**config.mk**
```make
export PLATFORM = sky130hd
export DESIGN_NAME = psepm_dev_flat
export DESIGN_NICKNAME = d
export VERILOG_FILES = /design/src/psepm_pkg.sv /design/src/psepm_if.sv /design/src/psepm_dev.sv /design/src/flat_wrapper.sv
export SDC_FILE = /design/constraint.sdc
export NUM_CORES = 1
export LEC_CHECK = 0
export ABC_AREA = 1
export BUFFER_PORTS_ARGS = -buffer_cell sky130_fd_sc_hd__buf_4
export CAP_MARGIN = 25
export CORE_UTILIZATION = 40
export CTS_CLUSTER_SIZE = 14
export DETAILED_ROUTE_END_ITERATION = 8
export PLACE_DENSITY_LB_ADDON = 0.1
export SLEW_MARGIN = 30
export SYNTH_ARGS = -nofsm -noshare
export SYNTH_HDL_FRONTEND = slang
export SYNTH_SLANG_ARGS = --single-unit
```
**constraint.sdc**
```tcl
create_clock -name ref_clk -period 3.24 [get_ports ref_clk]
set_input_delay 0.648 -clock ref_clk [delete_from_list [all_inputs] [get_ports ref_clk]]
set_output_delay 0.648 -clock ref_clk [all_outputs]
set_load 0.1 [all_outputs]
```
**src/psepm_pkg.sv**
```systemverilog
/*
 * Constants and types shared by the port mode controller ends.
 * Assumes one 25 MHz core clock and an active-low asynchronous reset.
 */
package psepm_pkg;

    localparam int PSEPM_PORTS = 8;

    // Mode field codes
    localparam logic [1:0] PSEPM_MODE_SHUT = 2'h0;
    localparam logic [1:0] PSEPM_MODE_MAN = 2'h1;
    localparam logic [1:0] PSEPM_MODE_SEMI = 2'h2;
    localparam logic [1:0] PSEPM_MODE_AUTO = 2'h3;

    // Detect result codes
    localparam logic [2:0] PSEPM_DET_UNKNOWN = 3'h0;
    localparam logic [2:0] PSEPM_DET_GOOD = 3'h4;

    // Class codes
    localparam logic [2:0] PSEPM_CLASS_0 = 3'h0;
    localparam logic [2:0] PSEPM_CLASS_4 = 3'h4;

    // Power in tenths of a watt
    localparam logic [9:0] PSEPM_PWR_387 = 10'h183;
    localparam logic [9:0] PSEPM_PWR_527 = 10'h20f;
    localparam logic [9:0] PSEPM_PWR_700 = 10'h2bc;
    localparam logic [9:0] PSEPM_PWR_900 = 10'h384;
    localparam logic [9:0] PSEPM_PWR_BASE = 10'h082;

    // Thresholds in mA
    localparam logic [9:0] PSEPM_CUT_C1 = 10'h070;
    localparam logic [9:0] PSEPM_CUT_C2 = 10'h0ce;
    localparam logic [9:0] PSEPM_CUT_C3 = 10'h177;
    localparam logic [9:0] PSEPM_CUT_C4 = 10'h27e;
    localparam logic [9:0] PSEPM_LIM_LO = 10'h1a9;
    localparam logic [9:0] PSEPM_LIM_HI = 10'h352;

    // Backoff times
    localparam int PSEPM_CLK_HZ = 25000000;
    localparam int PSEPM_WAIT_MS = 100;
    localparam int PSEPM_WAIT_MID_MS = 2000;
    localparam int PSEPM_WAIT_CYC = PSEPM_CLK_HZ / 1000 * PSEPM_WAIT_MS;
    localparam int PSEPM_WAIT_MID_CYC =
        PSEPM_CLK_HZ / 1000 * PSEPM_WAIT_MID_MS;

    // Host command codes
    localparam logic [2:0] PSEPM_CMD_NONE = 3'h0;
    localparam logic [2:0] PSEPM_CMD_DETECT = 3'h1;
    localparam logic [2:0] PSEPM_CMD_CLASS = 3'h2;
    localparam logic [2:0] PSEPM_CMD_PWR_ON = 3'h3;
    localparam logic [2:0] PSEPM_CMD_PWR_OFF = 3'h4;

    typedef enum logic [2:0] {
        PSEPM_ST_IDLE,
        PSEPM_ST_DETECT,
        PSEPM_ST_CLASS,
        PSEPM_ST_WAIT,
        PSEPM_ST_ON
    } psepm_state_t;

endpackage : psepm_pkg

```
**src/psepm_if.sv**
```systemverilog
/*
 * Carrier between host end and device end.
 * Assumes both ends share ref_clk.
 */
`timescale 1ns/1ns
`default_nettype none
interface psepm_if;
    import psepm_pkg::*;
    logic cmd_valid;
    logic [2:0] cmd_port;
    logic [2:0] cmd_code;
    logic [15:0] mode_field;
    logic [7:0] det_en;
    logic [7:0] class_en;
    logic [7:0] disc_en;
    logic high_power_en;
    logic ext_power_en;
    logic [7:0] port_power;
    logic [7:0] startup_fault;
    logic [23:0] det_status;
    logic [23:0] class_status;
    logic auto_sampled;

    modport host (output cmd_valid, cmd_port, cmd_code, mode_field,
        det_en, class_en, disc_en, high_power_en, ext_power_en,
        input port_power, startup_fault, det_status, class_status,
        auto_sampled);
    modport dev (input cmd_valid, cmd_port, cmd_code, mode_field,
        det_en, class_en, disc_en, high_power_en, ext_power_en,
        output port_power, startup_fault, det_status, class_status,
        auto_sampled);
endinterface : psepm_if
`default_nettype wire

```
**src/psepm_dev.sv**
```systemverilog
/*
 * Device end: eight per-port mode sequencers with fault power removal.
 * Assumes analogue results arrive as synchronous done pulses.
 */
`timescale 1ns/1ns
`default_nettype none
module psepm_dev
    import psepm_pkg::*;
#(
    parameter int PORTS = PSEPM_PORTS,
    parameter int WAIT_CYC = PSEPM_WAIT_CYC,
    parameter int WAIT_MID_CYC = PSEPM_WAIT_MID_CYC
)
(
    input wire logic ref_clk,
    input wire logic resetn,
    psepm_if.dev link,
    input wire logic auto_strap,
    input wire logic midspan_strap,
    input wire logic power_select_strap0,
    input wire logic power_select_strap1,
    input wire logic type1_pse,
    output logic [PORTS-1:0] det_start,
    input wire logic [PORTS-1:0] det_done,
    input wire logic [PORTS*3-1:0] det_result,
    output logic [PORTS-1:0] class_start,
    output logic [PORTS-1:0] two_event,
    input wire logic [PORTS-1:0] class_done,
    input wire logic [PORTS*3-1:0] class_result,
    input wire logic [PORTS-1:0] ilim_fault,
    input wire logic [PORTS-1:0] disconnect,
    output logic [PORTS-1:0] power_en,
    output logic [PORTS*10-1:0] icut_ma,
    output logic [PORTS*10-1:0] ilim_ma,
    output logic [PORTS*10-1:0] alloc_pwr,
    output logic ext_power_active,
    output logic [9:0] max_power
);
    // Refuse sizes the sequencers and the 27-bit backoff cannot serve
    if (PORTS != PSEPM_PORTS || WAIT_CYC < 1 || WAIT_MID_CYC < 1
        || WAIT_CYC >= 2**27 || WAIT_MID_CYC >= 2**27)
    begin : g_bad_param
        $error("psepm_dev: unsupported parameters");
    end

    typedef struct packed {
        psepm_state_t st;
        logic [2:0] det;
        logic [2:0] cls;
        logic [9:0] cut;
        logic [9:0] lim;
        logic [9:0] pwr;
        logic fault;
        logic [26:0] cnt;
        logic [1:0] last_mode;
    } psepm_port_t;

    typedef struct packed {
        logic init;
        logic auto_s;
        logic mid_s;
        logic [9:0] maxp;
        psepm_port_t [PSEPM_PORTS-1:0] p;
    } psepm_dev_t;

    psepm_dev_t r;
    psepm_dev_t next_r;

    // Class requested power in tenths of a watt
    function automatic logic [9:0] class_power(input logic [2:0] c);
        unique case (c)
            3'h1: class_power = 10'h028;
            3'h2: class_power = 10'h046;
            3'h4: class_power = 10'h0ff;
            3'h5: class_power = PSEPM_PWR_527;
            3'h6: class_power = PSEPM_PWR_700;
            3'h7: class_power = PSEPM_PWR_900;
            default: class_power = PSEPM_PWR_BASE;
        endcase
    endfunction : class_power

    ////////////////////////////////////////////////////////////////////
    // Per-port sequencing
    always_comb
    begin
        logic [1:0] m;
        logic is_auto;
        logic cmd_here;
        logic [2:0] c;
        next_r = r;
        m = 2'h0;
        is_auto = 1'b0;
        cmd_here = 1'b0;
        c = 3'h0;
        // Straps caught once after reset release
        if (!r.init)
        begin
            next_r.init = 1'b1;
            next_r.auto_s = auto_strap;
            next_r.mid_s = midspan_strap;
            unique case ({power_select_strap1, power_select_strap0})
                2'h0: next_r.maxp = PSEPM_PWR_387;
                2'h1: next_r.maxp = PSEPM_PWR_527;
                2'h2: next_r.maxp = PSEPM_PWR_700;
                default: next_r.maxp = PSEPM_PWR_900;
            endcase
        end
        for (int i = 0; i < PSEPM_PORTS; i++)
        begin
            m = link.mode_field[i*2 +: 2];
            // 11b is reserved and treated as shutdown without strap
            is_auto = (m == PSEPM_MODE_AUTO) && r.auto_s;
            cmd_here = link.cmd_valid && (link.cmd_port == 3'(i));
            next_r.p[i].last_mode = m;
            if (r.p[i].cnt != '0)
                next_r.p[i].cnt = r.p[i].cnt - 27'h1;
            unique case (r.p[i].st)
                PSEPM_ST_IDLE:
                begin
                    if (m == PSEPM_MODE_MAN && cmd_here)
                    begin
                        if (link.cmd_code == PSEPM_CMD_DETECT)
                            next_r.p[i].st = PSEPM_ST_DETECT;
                        else if (link.cmd_code == PSEPM_CMD_CLASS)
                            next_r.p[i].st = PSEPM_ST_CLASS;
                    end
                    else if ((m == PSEPM_MODE_SEMI || is_auto)
                             && link.det_en[i])
                        next_r.p[i].st = PSEPM_ST_DETECT;
                end
                PSEPM_ST_DETECT:
                    if (det_done[i])
                    begin
                        next_r.p[i].det = det_result[i*3 +: 3];
                        if (m == PSEPM_MODE_MAN)
                            next_r.p[i].st = PSEPM_ST_IDLE;
                        else if (det_result[i*3 +: 3] == PSEPM_DET_GOOD
                                 && link.class_en[i])
                            next_r.p[i].st = PSEPM_ST_CLASS;
                        else
                        begin
                            // Class skipped: baseline allocation
                            next_r.p[i].cls = PSEPM_CLASS_0;
                            next_r.p[i].pwr = PSEPM_PWR_BASE;
                            next_r.p[i].st = PSEPM_ST_WAIT;
                            next_r.p[i].cnt = r.mid_s ? 27'(WAIT_MID_CYC)
                                : 27'(WAIT_CYC);
                        end
                    end
                PSEPM_ST_CLASS:
                    if (class_done[i])
                    begin
                        c = class_result[i*3 +: 3];
                        if (type1_pse && c == PSEPM_CLASS_4)
                            c = PSEPM_CLASS_0;
                        next_r.p[i].cls = c;
                        next_r.p[i].pwr = class_power(c);
                        if (m == PSEPM_MODE_MAN)
                            next_r.p[i].st = PSEPM_ST_IDLE;
                        else
                        begin
                            next_r.p[i].st = PSEPM_ST_WAIT;
                            next_r.p[i].cnt = r.mid_s ? 27'(WAIT_MID_CYC)
                                : 27'(WAIT_CYC);
                        end
                        if (is_auto)
                        begin
                            // Thresholds follow the class result
                            unique case (c)
                                3'h1: next_r.p[i].cut = PSEPM_CUT_C1;
                                3'h2: next_r.p[i].cut = PSEPM_CUT_C2;
                                3'h4: next_r.p[i].cut = PSEPM_CUT_C4;
                                default: next_r.p[i].cut = PSEPM_CUT_C3;
                            endcase
                            next_r.p[i].lim = (c == PSEPM_CLASS_4)
                                ? PSEPM_LIM_HI : PSEPM_LIM_LO;
                        end
                    end
                PSEPM_ST_WAIT:
                    if (is_auto && r.p[i].det == PSEPM_DET_GOOD
                        && r.p[i].pwr <= r.maxp)
                        next_r.p[i].st = PSEPM_ST_ON;
                    else if (r.p[i].cnt == '0)
                        next_r.p[i].st = PSEPM_ST_IDLE;
                PSEPM_ST_ON:
                    if (ilim_fault[i])
                        next_r.p[i].st = PSEPM_ST_IDLE;
                    else if (disconnect[i] && link.disc_en[i])
                        next_r.p[i].st = PSEPM_ST_IDLE;
                default:
                    next_r.p[i].st = PSEPM_ST_IDLE;
            endcase
            // Mode change clears the fault; a refusal below still wins
            if (m != r.p[i].last_mode)
                next_r.p[i].fault = 1'b0;
            // Host power commands
            if (cmd_here && link.cmd_code == PSEPM_CMD_PWR_OFF)
                next_r.p[i].st = PSEPM_ST_IDLE;
            else if (cmd_here && link.cmd_code == PSEPM_CMD_PWR_ON
                     && r.p[i].st != PSEPM_ST_ON)
            begin
                if (m == PSEPM_MODE_MAN)
                    next_r.p[i].st = PSEPM_ST_ON;
                else if (m == PSEPM_MODE_SEMI)
                begin
                    // Good detect required whether high_power_en is set or not
                    if (r.p[i].det == PSEPM_DET_GOOD)
                        next_r.p[i].st = PSEPM_ST_ON;
                    else
                        next_r.p[i].fault = 1'b1;
                end
            end
            // Shutdown or reserved code aborts everything
            if (m == PSEPM_MODE_SHUT
                || (m == PSEPM_MODE_AUTO && !r.auto_s))
            begin
                next_r.p[i].st = PSEPM_ST_IDLE;
                next_r.p[i].cnt = '0;
            end
        end
    end

    // State register with reset defaults
    always_ff @(posedge ref_clk or negedge resetn)
    begin
        if (!resetn)
            r <= '0;
        else
            r <= next_r;
    end

    ////////////////////////////////////////////////////////////////////
    // Outputs
    always_comb
    begin
        for (int i = 0; i < PSEPM_PORTS; i++)
        begin
            power_en[i] = (r.p[i].st == PSEPM_ST_ON);
            det_start[i] = (r.p[i].st == PSEPM_ST_DETECT);
            class_start[i] = (r.p[i].st == PSEPM_ST_CLASS);
            two_event[i] = !type1_pse;
            icut_ma[i*10 +: 10] = r.p[i].cut;
            ilim_ma[i*10 +: 10] = r.p[i].lim;
            alloc_pwr[i*10 +: 10] = r.p[i].pwr;
            link.port_power[i] = (r.p[i].st == PSEPM_ST_ON);
            link.startup_fault[i] = r.p[i].fault;
            link.det_status[i*3 +: 3] = r.p[i].det;
            link.class_status[i*3 +: 3] = r.p[i].cls;
        end
    end

    assign ext_power_active = link.high_power_en && link.ext_power_en;
    assign max_power = r.maxp;
    assign link.auto_sampled = r.auto_s;
endmodule : psepm_dev
`default_nettype wire

```
**src/flat_wrapper.sv**
```systemverilog
// flat-port wrapper written by rule: the top's interface ports become plain ports
module psepm_dev_flat import psepm_pkg::*;
#(
    parameter int PORTS = PSEPM_PORTS,
    parameter int WAIT_CYC = PSEPM_WAIT_CYC,
    parameter int WAIT_MID_CYC = PSEPM_WAIT_MID_CYC
)
  (ref_clk, resetn, auto_strap, midspan_strap, power_select_strap0, power_select_strap1, type1_pse, det_start, det_done, det_result, class_start, two_event, class_done, class_result, ilim_fault, disconnect, power_en, icut_ma, ilim_ma, alloc_pwr, ext_power_active, max_power, link_cmd_valid, link_cmd_port, link_cmd_code, link_mode_field, link_det_en, link_class_en, link_disc_en, link_high_power_en, link_ext_power_en, link_port_power, link_startup_fault, link_det_status, link_class_status, link_auto_sampled);
  psepm_if link_i ();
  input wire logic ref_clk;
  input wire logic resetn;
  input wire logic auto_strap;
  input wire logic midspan_strap;
  input wire logic power_select_strap0;
  input wire logic power_select_strap1;
  input wire logic type1_pse;
  output logic [PORTS-1:0] det_start;
  input wire logic [PORTS-1:0] det_done;
  input wire logic [PORTS*3-1:0] det_result;
  output logic [PORTS-1:0] class_start;
  output logic [PORTS-1:0] two_event;
  input wire logic [PORTS-1:0] class_done;
  input wire logic [PORTS*3-1:0] class_result;
  input wire logic [PORTS-1:0] ilim_fault;
  input wire logic [PORTS-1:0] disconnect;
  output logic [PORTS-1:0] power_en;
  output logic [PORTS*10-1:0] icut_ma;
  output logic [PORTS*10-1:0] ilim_ma;
  output logic [PORTS*10-1:0] alloc_pwr;
  output logic ext_power_active;
  output logic [9:0] max_power;
  input wire logic [$bits(link_i.cmd_valid)-1:0] link_cmd_valid;
  input wire logic [$bits(link_i.cmd_port)-1:0] link_cmd_port;
  input wire logic [$bits(link_i.cmd_code)-1:0] link_cmd_code;
  input wire logic [$bits(link_i.mode_field)-1:0] link_mode_field;
  input wire logic [$bits(link_i.det_en)-1:0] link_det_en;
  input wire logic [$bits(link_i.class_en)-1:0] link_class_en;
  input wire logic [$bits(link_i.disc_en)-1:0] link_disc_en;
  input wire logic [$bits(link_i.high_power_en)-1:0] link_high_power_en;
  input wire logic [$bits(link_i.ext_power_en)-1:0] link_ext_power_en;
  output wire logic [$bits(link_i.port_power)-1:0] link_port_power;
  output wire logic [$bits(link_i.startup_fault)-1:0] link_startup_fault;
  output wire logic [$bits(link_i.det_status)-1:0] link_det_status;
  output wire logic [$bits(link_i.class_status)-1:0] link_class_status;
  output wire logic [$bits(link_i.auto_sampled)-1:0] link_auto_sampled;
  assign link_i.cmd_valid = link_cmd_valid;
  assign link_i.cmd_port = link_cmd_port;
  assign link_i.cmd_code = link_cmd_code;
  assign link_i.mode_field = link_mode_field;
  assign link_i.det_en = link_det_en;
  assign link_i.class_en = link_class_en;
  assign link_i.disc_en = link_disc_en;
  assign link_i.high_power_en = link_high_power_en;
  assign link_i.ext_power_en = link_ext_power_en;
  assign link_port_power = link_i.port_power;
  assign link_startup_fault = link_i.startup_fault;
  assign link_det_status = link_i.det_status;
  assign link_class_status = link_i.class_status;
  assign link_auto_sampled = link_i.auto_sampled;
  psepm_dev #(.PORTS(PORTS), .WAIT_CYC(WAIT_CYC), .WAIT_MID_CYC(WAIT_MID_CYC)) u_core (.ref_clk(ref_clk), .resetn(resetn), .link(link_i), .auto_strap(auto_strap), .midspan_strap(midspan_strap), .power_select_strap0(power_select_strap0), .power_select_strap1(power_select_strap1), .type1_pse(type1_pse), .det_start(det_start), .det_done(det_done), .det_result(det_result), .class_start(class_start), .two_event(two_event), .class_done(class_done), .class_result(class_result), .ilim_fault(ilim_fault), .disconnect(disconnect), .power_en(power_en), .icut_ma(icut_ma), .ilim_ma(ilim_ma), .alloc_pwr(alloc_pwr), .ext_power_active(ext_power_active), .max_power(max_power));
endmodule
```
# Word-level counts from Yosys, hierarchy flattened
# Cells that the tools add are included.
word_totals:
  word_cells: 864
  in_bits: 136
  regBits: 565
  output_inout_bits: 348
op_classes:
  eq_ne: 189
  mux: 394
  n_addsub: 8
  n_reduce_logical: 189
  order_cmp: 8
ops:
  columns: ["operator", "count"]
  rows:
  - ["27-bit two-way mux", 56]
  - ["3-bit two-way mux", 160]
  - ["10-bit one-hot mux with 6 select lines", 8]
  - ["27-bit one-hot mux with 2 select lines", 8]
  - ["10-bit two-way mux", 32]
  - ["10-bit one-hot mux with 3 select lines", 9]
  - ["33-bit two-way mux", 8]
  - ["27-bit zero test", 8]
  - ["27-bit nonzero test", 8]
  - ["27-bit by 1-bit subtractor with 27-bit output (second input constant)", 8]
  - ["3-bit equality test (second input constant)", 69]
  - ["20-bit two-way mux", 8]
  - ["10-bit one-hot mux with 2 select lines", 8]
  - ["3-bit one-hot mux with 5 select lines", 8]
  - ["1-bit logical AND", 105]
  - ["3-bit by 2-bit equality test with 1-bit output (second input constant)", 28]
  - ["10-bit less-or-equal comparator", 8]
  - ["9-bit two-way mux", 8]
  - ["1-bit two-way mux", 56]
  - ["3-bit by 1-bit equality test with 1-bit output (second input constant)", 18]
  - ["3-bit one-hot mux with 2 select lines", 8]
  - ["5-bit AND reduction", 8]
  - ["2-bit equality test (second input constant)", 17]
  - ["2-bit two-way mux", 16]
  - ["13 further kinds", 118]

# Logic depth before layout (Yosys ltp)
# Gate-level depths: netlist of run 1.
depth:
  depth_word: 13
  mapped_depth: 13
  ltp_nobuf: 13

# Least setup slack after synthesis of run 1
# No wires, ideal clock.
synth_path:
  path_kind: "in2out"
  startpoint: "input type1_pse"
  endpoint: "output two_event[1]"
  required_ps: 2592
  slack_ps: 643
  n_path_buf: 2
  path_stages: 3
  arrival_time_ps: 1949
  path_cell_list: "clkbuf_1 > inv_1 > buf_4"
synth_between:
  elab_chain_len: 1
synth_lines:
  columns: ["element", "line_no", "text"]
  rows:
  - ["from (decl)", "flat_wrapper.sv:16", "input wire logic type1_pse;"]
  - ["1-bit zero test", null, null]
  - ["to (decl)", "flat_wrapper.sv:21", "output logic [PORTS-1:0] two_event;"]
# Every way passes these cells.

# Final worst setup path of run 1
layout_path:
  startpoint: "register u_core.r[67] (netlist bit)"
  endpoint: "output power_en[0]"
layout_between:
  elab_chain_len: 1
layout_lines:
  columns: ["element", "line_no", "text"]
  rows:
  - ["from (decl)", "psepm_dev.sv:66", "psepm_dev_t r;"]
  - ["from (signal assigned)", "psepm_dev.sv:229", "r <= next_r;"]
  - ["3-bit equality test", "psepm_dev.sv:238", "power_en[i] = (r.p[i].st == PSEPM_ST_ON);"]
  - ["to (decl)", "flat_wrapper.sv:26", "output logic [PORTS-1:0] power_en;"]
# Every way passes these cells.

==> results of run 1 <==
power groups by stage:
stage	Clock [W]	Combinational, W	Sequential, W
after floorplan	0	0.0224	0.00920
after global placement	0	0.0257	0.0101
after detailed placement	0	0.0258	0.0101
after CTS	0.00680	0.0259	0.0100
after global routing	0.00700	0.0282	0.0103
final	0.00660	0.0259	0.0100
critical path: cells and delay by family (launching register included):
| kind | cells | cell delay [ns] |
|---|---|---|
| buffers and inverters | 2 | 0.56 |
| and+or+nand+nor | 2 | 0.32 |
| DFF | 1 | 0.45 |
what timing repair did:
action / 4_1_cts / 5_1_grt
buffers inserted: 0 / 0
hold buffers: 1 / 0
endpoints found under the hold margin: 33 / 0
flip-flops by register name, summed over array words and instances, names as in the netlist:
| register | count |
|---|---|
| u_core.r | 258 |
| u_core.alloc_pwr | 80 |
| u_core.icut_ma | 49 |
| u_core.link.class_status | 24 |
| u_core.link.det_status | 24 |
| u_core.ilim_ma | 15 |
| u_core.link.startup_fault | 8 |
| u_core.max_power | 6 |
| u_core.link.auto_sampled | 1 |
metal layers:
layer	GRT usage, %	up-vias
met2	39.85	790
met3	5.055	152
met5	0	-
met4	7.580	8
met1	32.97	13020
li1	-	13860
stage by stage:
step                util, %  cells  setup WS (ns)
floorplan                 -   4165         0.6433
global placement      44.08   5351         0.7923
detailed placement    44.08   5351         0.7421
CTS                   46.66   5460         0.5947
global route          46.66   5460         0.5654
finish                46.66   5461         0.6387
cell usage in the layout (no fill, tap or decap), types with 9 or more instances in the layout:
master / count
nand2_2: 14
o21ai_2: 10
nor3_4: 13
nor3_2: 9
nand3_1: 261
a31oi_1: 10
or2_2: 13
clkbuf_16: 61
nor2_2: 32
o21ai_0: 198
nand4_1: 117
clkbuf_8: 12
o22ai_1: 22
nor2_4: 27
buf_4: 513
dfrtp_1: 464
clkinv_2: 13
conb_1: 10
o211ai_1: 21
nand2_1: 834
a211oi_1: 22
xor2_1: 83
o21bai_1: 15
inv_2: 39
a211oi_2: 9
clkbuf_1: 10
nor2_1: 613
o21a_1: 11
a21oi_1: 237
xnor2_1: 21
o31ai_1: 28
nor3_1: 64
a21o_1: 10
o21ai_1: 22
ha_1: 85
inv_1: 404
final timing paths:
check	end	slack [ns]	cells past startpoint
min in group asynchronous	u_core.r[165]	0.56	2
max reg2reg	u_core.r[551]	0.86	11
min	u_core.r[415]	0.14	1
max	power_en[0]	0.64	4
min reg2reg	u_core.r[416]	0.46	1
max in group asynchronous	u_core.r[357]	1.77	4
cells by family after synthesis:
family                   count (synthesis)  share of synthesized area (%)
AND/OR/NAND/NOR                       2038                          29.54
buffers and inverters                  813                          14.08
AO/OA/AOI/OAI                          642                          12.07
flip-flops                             465                          37.61
XOR/XNOR                               104                          2.944
adder cells (fa/ha/maj)                 85                          3.437
multiplexers                             8                         0.2912
other                                    2                        0.02427
area by class of cell:
type,instances,area [um2]
multi-input cells,2887,14990
clock buffers,83,1729
inverters,449,1688
well taps,1030,1289
flip-flops and latches,465,11640
diodes,1,2.502
fillers,7791,40640
clock inverters,25,224.0
repair buffers,521,3996
==> impl_metrics.ini, run 1 <==
[synth]
synth_largest_area_cell = dfrtp_1
synthArstFlopShare_pct = 100.0
synthesis.area_um2 = 30940
seq_area_frac_synth_pct = 37.61
synthTopCellsByArea = dfrtp_1 (38%), nand2_1 (10%), buf_4 (7.9%)
synthCells = 4157
yosysUniqueCellTypes = 59
yosys_warnings = 0
ys_seq_elements = 465
yosysMostFrequentCell = nand2_1
synth_edf_count = 0
synthTopCellsByCount = nand2_1 (834), nor2_1 (614), dfrtp_1 (465), inv_1 (404), buf_4 (327)
synthFlopType = dfrtp_1
syn_area_per_cell_um2 = 7.443
synth_top_cell_area_share_pct = 37.61

[clock_tree]
cts_tree = built
htreeDepth = 2
clk_latency_ns = 0.63
cts_buffers = 58
cts_resized = 0
clockRootBuffer = clkbuf_16
clk_pin_slew_ns = 0.06
cts_buffer_depth = 3
cts_sinks = 465

[worst_setup_path]
crit_fanout = 4
arrival_ns = 1.95
r2r-start = u_core.max_power[2]
worstSetupEndpointType = output pin
slowest_stage = dfrtp_1
crit_path_start_kind = flip-flop
max_stage_delay_ns = 0.45
path_class = flip-flop to output pin
crit_required_ns = 2.59
crit_chain = nor2_1, nand2_1, inv_1, buf_4
startpoint = u_core.r[67]

[power]
totalPowerFinal_w = 0.04251
intPower_w = 0.01817
total_leakage_power_nw = 18.33
p_per_area_nw_per_um2 = 1196
p_seq_share_pct = 23.6
power.switching_w = 0.02434
combPwrFrac_pct = 60.9
netSwitchingFraction_pct = 57.25
clkPwrFrac_pct = 15.5
peakVddDrop_mv = 0.8646

[route]
drc = 0
wl_per_cell_um = 17.98
vias = 27820
wl_met3_um = 6298
ant_nets = 0
drt_iter0_drc = 1712
vias_per_cell = 5.095
drt-total-wl_um = 98180
top_layer_used = met5
wl_met1_um = 44130
wl_met2_um = 44750
dr.pass1.iters = 5

[sta]
setup_violations = 0
report.final.slew_viol_count = 0
fmax_mhz = 384.4
clock_skew_ns = 0.02701
grt_setup_unrepaired = false
hold_viol_final = 0
period_minus_slack_ns = 2.601
setup_tns_ns = 0
tightestPinTransition_ns = 0.8531
hold_ws_ns = 0.1425
slew-limit-headroom_pct = 42.91
period_share_pct = 80.29

[global_routing]
grt_overflow = 0
grtUsageTotal_pct = 24.64
grt_pass1_vias = 26390
antenna_found_initial = 5
grt_max_degree = 69
grt_pass1_wl_um = 151500

[hold_path]
holdCritStartpoint = link_mode_field[13]
min_path_type = input port to flip-flop

[die]
start_util_pct = 40.61
core_region_area_um2 = 76200
fp.dieH_um = 280.1
dieArea_um2 = 78470
rows = 101
die_w_um = 280.1
ioPinCount = 484

[run]
maxCapViolCount = 0

[placement]
place.gp.congestion = 0.9203
io_buffer_count = 474
place_area_um2 = 33590
place_hpwl_um = 76530

[cells_and_area]
syn_to_final_growth_pct = 14.92
drive_above_1_share_pct = 18.44
final_cell_area_um2 = 35560
finish.net_count = 4603

[outcome]
status = complete, no violations
Power figures use the tool's default switching activity.
==> inputs of run 2 (changes only) <==
Clock period 3.24 ns to 2.4 ns, I/O delays scaled along.
==> impl_metrics.ini, run 2 (synthesis gave the netlist of run 1 again) <==
[clock_tree]
clk_latency_ns = 0.63
cts_sinks = 465
clockRootBuffer = clkbuf_16
cts_tree = built
clk_pin_slew_ns = 0.06
cts_buffer_depth = 3
htreeDepth = 2
cts_buffers = 57

[worst_setup_path]
crit_chain = nor2_1, nand2_1, inv_1, buf_4
crit_path_start_kind = flip-flop
worstSetupEndpointType = output pin
timing.rr.end = u_core.r[357]
slowest_stage = dfrtp_1
r2r_setup_slack_ns = 0.23
r2r-start = u_core.link.auto_sampled
critical-path-top-delay-family = buffers and inverters
arrival_ns = 1.85
r2r.worst_path.cells = 7
path_class = flip-flop to output pin
crit_fanout = 5
max_stage_delay_ns = 0.44
cp_num_buf_inv = 2
crit_required_ns = 1.92

[sta]
setup_violations = 0
period_minus_slack_ns = 2.334
period_share_pct = 97.26
report.final.slew_viol_count = 0
tightestPinTransition_ns = 0.6401
grt_setup_unrepaired = true
worst_slack_ns = 0.06586
hold_viol_final = 0
fmax_mhz = 428.4
slew-limit-headroom_pct = 57.32
clock_skew_ns = 0.01770

[global_routing]
busiest_layer = met2
gr-usage-met3_pct = 4.105
grtUsageTotal_pct = 24.85
grt.met1_usage_pct = 33.31
grt_pass1_vias = 26970
use_met2_pct = 41.48
grt_max_degree = 46
antenna_found_initial = 4
grt_overflow = 0
grt_pass1_wl_um = 154100

[die]
die_w_um = 280.1
fp.dieH_um = 280.1
dieArea_um2 = 78470
rows = 101
start_util_pct = 40.61
ioPinCount = 484
core_region_area_um2 = 76200

[cells_and_area]
finish.net_count = 4663
top_register = u_core.r
final_cells = 5522
drive_above_1_share_pct = 19.38
syn_to_final_growth_pct = 17.26
final_common_cell = nand2_1
multiInputGateArea_um2 = 15000
register_area_um2 = 11640
largest_reg_flops = 258
final_cell_mix = nand2_1 (834), nor2_1 (611), buf_4 (533), dfrtp_1 (464), inv_1 (396)
n_fill_cell = 7718
final_cell_area_um2 = 36280

[hold_path]
min_path_type = input port to flip-flop
hold_path_depth = 3
holdCritStartpoint = auto_strap
min_to = u_core.link.auto_sampled

[power]
p_per_area_nw_per_um2 = 1597
p_seq_share_pct = 23.3
netSwitchingFraction_pct = 56.95
intPower_w = 0.02494
totalPowerFinal_w = 0.05793
peakVddDrop_mv = 1.361
clkPwrFrac_pct = 15.9
total_leakage_power_nw = 18.67
power.switching_w = 0.03299
combPwrFrac_pct = 60.9

[outcome]
status = complete, no violations

[route]
drt-total-wl_um = 98460
ant_nets = 0
drc = 0
vias_per_cell = 5.051
dr.pass1.iters = 5
vias = 27890
wl_per_cell_um = 17.83
drt_iter0_drc = 1764

[placement]
place.gp.congestion = 0.9467
place_area_um2 = 34040
pre_cts_ws_ns = 0.2389
io_buffer_count = 474
place.detailed.instances = 5396
place_hpwl_um = 77820

[run]
maxCapViolCount = 0
run 2: worst max path at each step:
| stage | end | depth (start not counted) | from |
|---|---|---|---|
| after CTS | power_en[7] | 4 | u_core.r[550] |
| after detailed placement | u_core.alloc_pwr[37] | 8 | link_mode_field[6] |
| after floorplan | u_core.r[81] | 7 | u_core.r[137] |
| after global routing | power_en[3] | 4 | u_core.r[274] |
| after global placement | u_core.r[357] | 8 | link_mode_field[11] |
| final | power_en[3] | 4 | u_core.r[274] |
run 2: layout make-up:
class	instances	share of cell area [%]
diodes	2	0.01379
clock buffers	82	4.638
clock inverters	25	0.8414
inverters	449	4.652
multi-input cells	2887	41.33
flip-flops and latches	465	32.07
well taps	1030	3.552
repair buffers	582	12.89
run 2: through the flow:
stage | hold slack (ns) | util [%] | TNS [ns]
after global placement | 0.4352 | 44.67 | 0
after detailed placement | 0.4340 | 44.67 | 0
after global routing | 0.06652 | 47.61 | -0.05592
after CTS | 0.03631 | 47.53 | -0.09733
after floorplan | 0.1844 | - | 0
final | 0.08098 | 47.61 | 0
run 2: repair_timing:
action | CTS | global route
gates resized for setup | 7 | 22
setup endpoints to repair | 10 | 17
hold buffers | 17 | 0
buffers inserted | 0 | 0
hold endpoints to repair | 52 | 0
gates cloned | 0 | 0
run 2: worst register-to-register path, cell delays in order, from the launching register on:
cell and delay (ns):
dfrtp_1 0.37, inv_2 0.23, nor3_1 0.48, nor3_1 0.09, buf_4 0.16, nor2_1 0.26, inv_2 0.20, o31ai_1 0.27
run 2: power groups by stage:
stage | clock (W) | combinational, W | sequential (W)
after CTS | 0.00942 | 0.0353 | 0.0135
after global placement | 0 | 0.0350 | 0.0136
after detailed placement | 0 | 0.0351 | 0.0136
after global routing | 0.00974 | 0.0384 | 0.0139
final | 0.00918 | 0.0353 | 0.0135
after floorplan | 0 | 0.0303 | 0.0124
run 2: layer usage:
| layer | vias to the layer above | share of wire (%) |
|---|---|---|
| li1 | 13980 | - |
| met1 | 13090 | 45 |
| met2 | 698 | 47 |
| met3 | 114 | 5.4 |
| met4 | 4 | 2.2 |
| met5 | - | 0.024 |
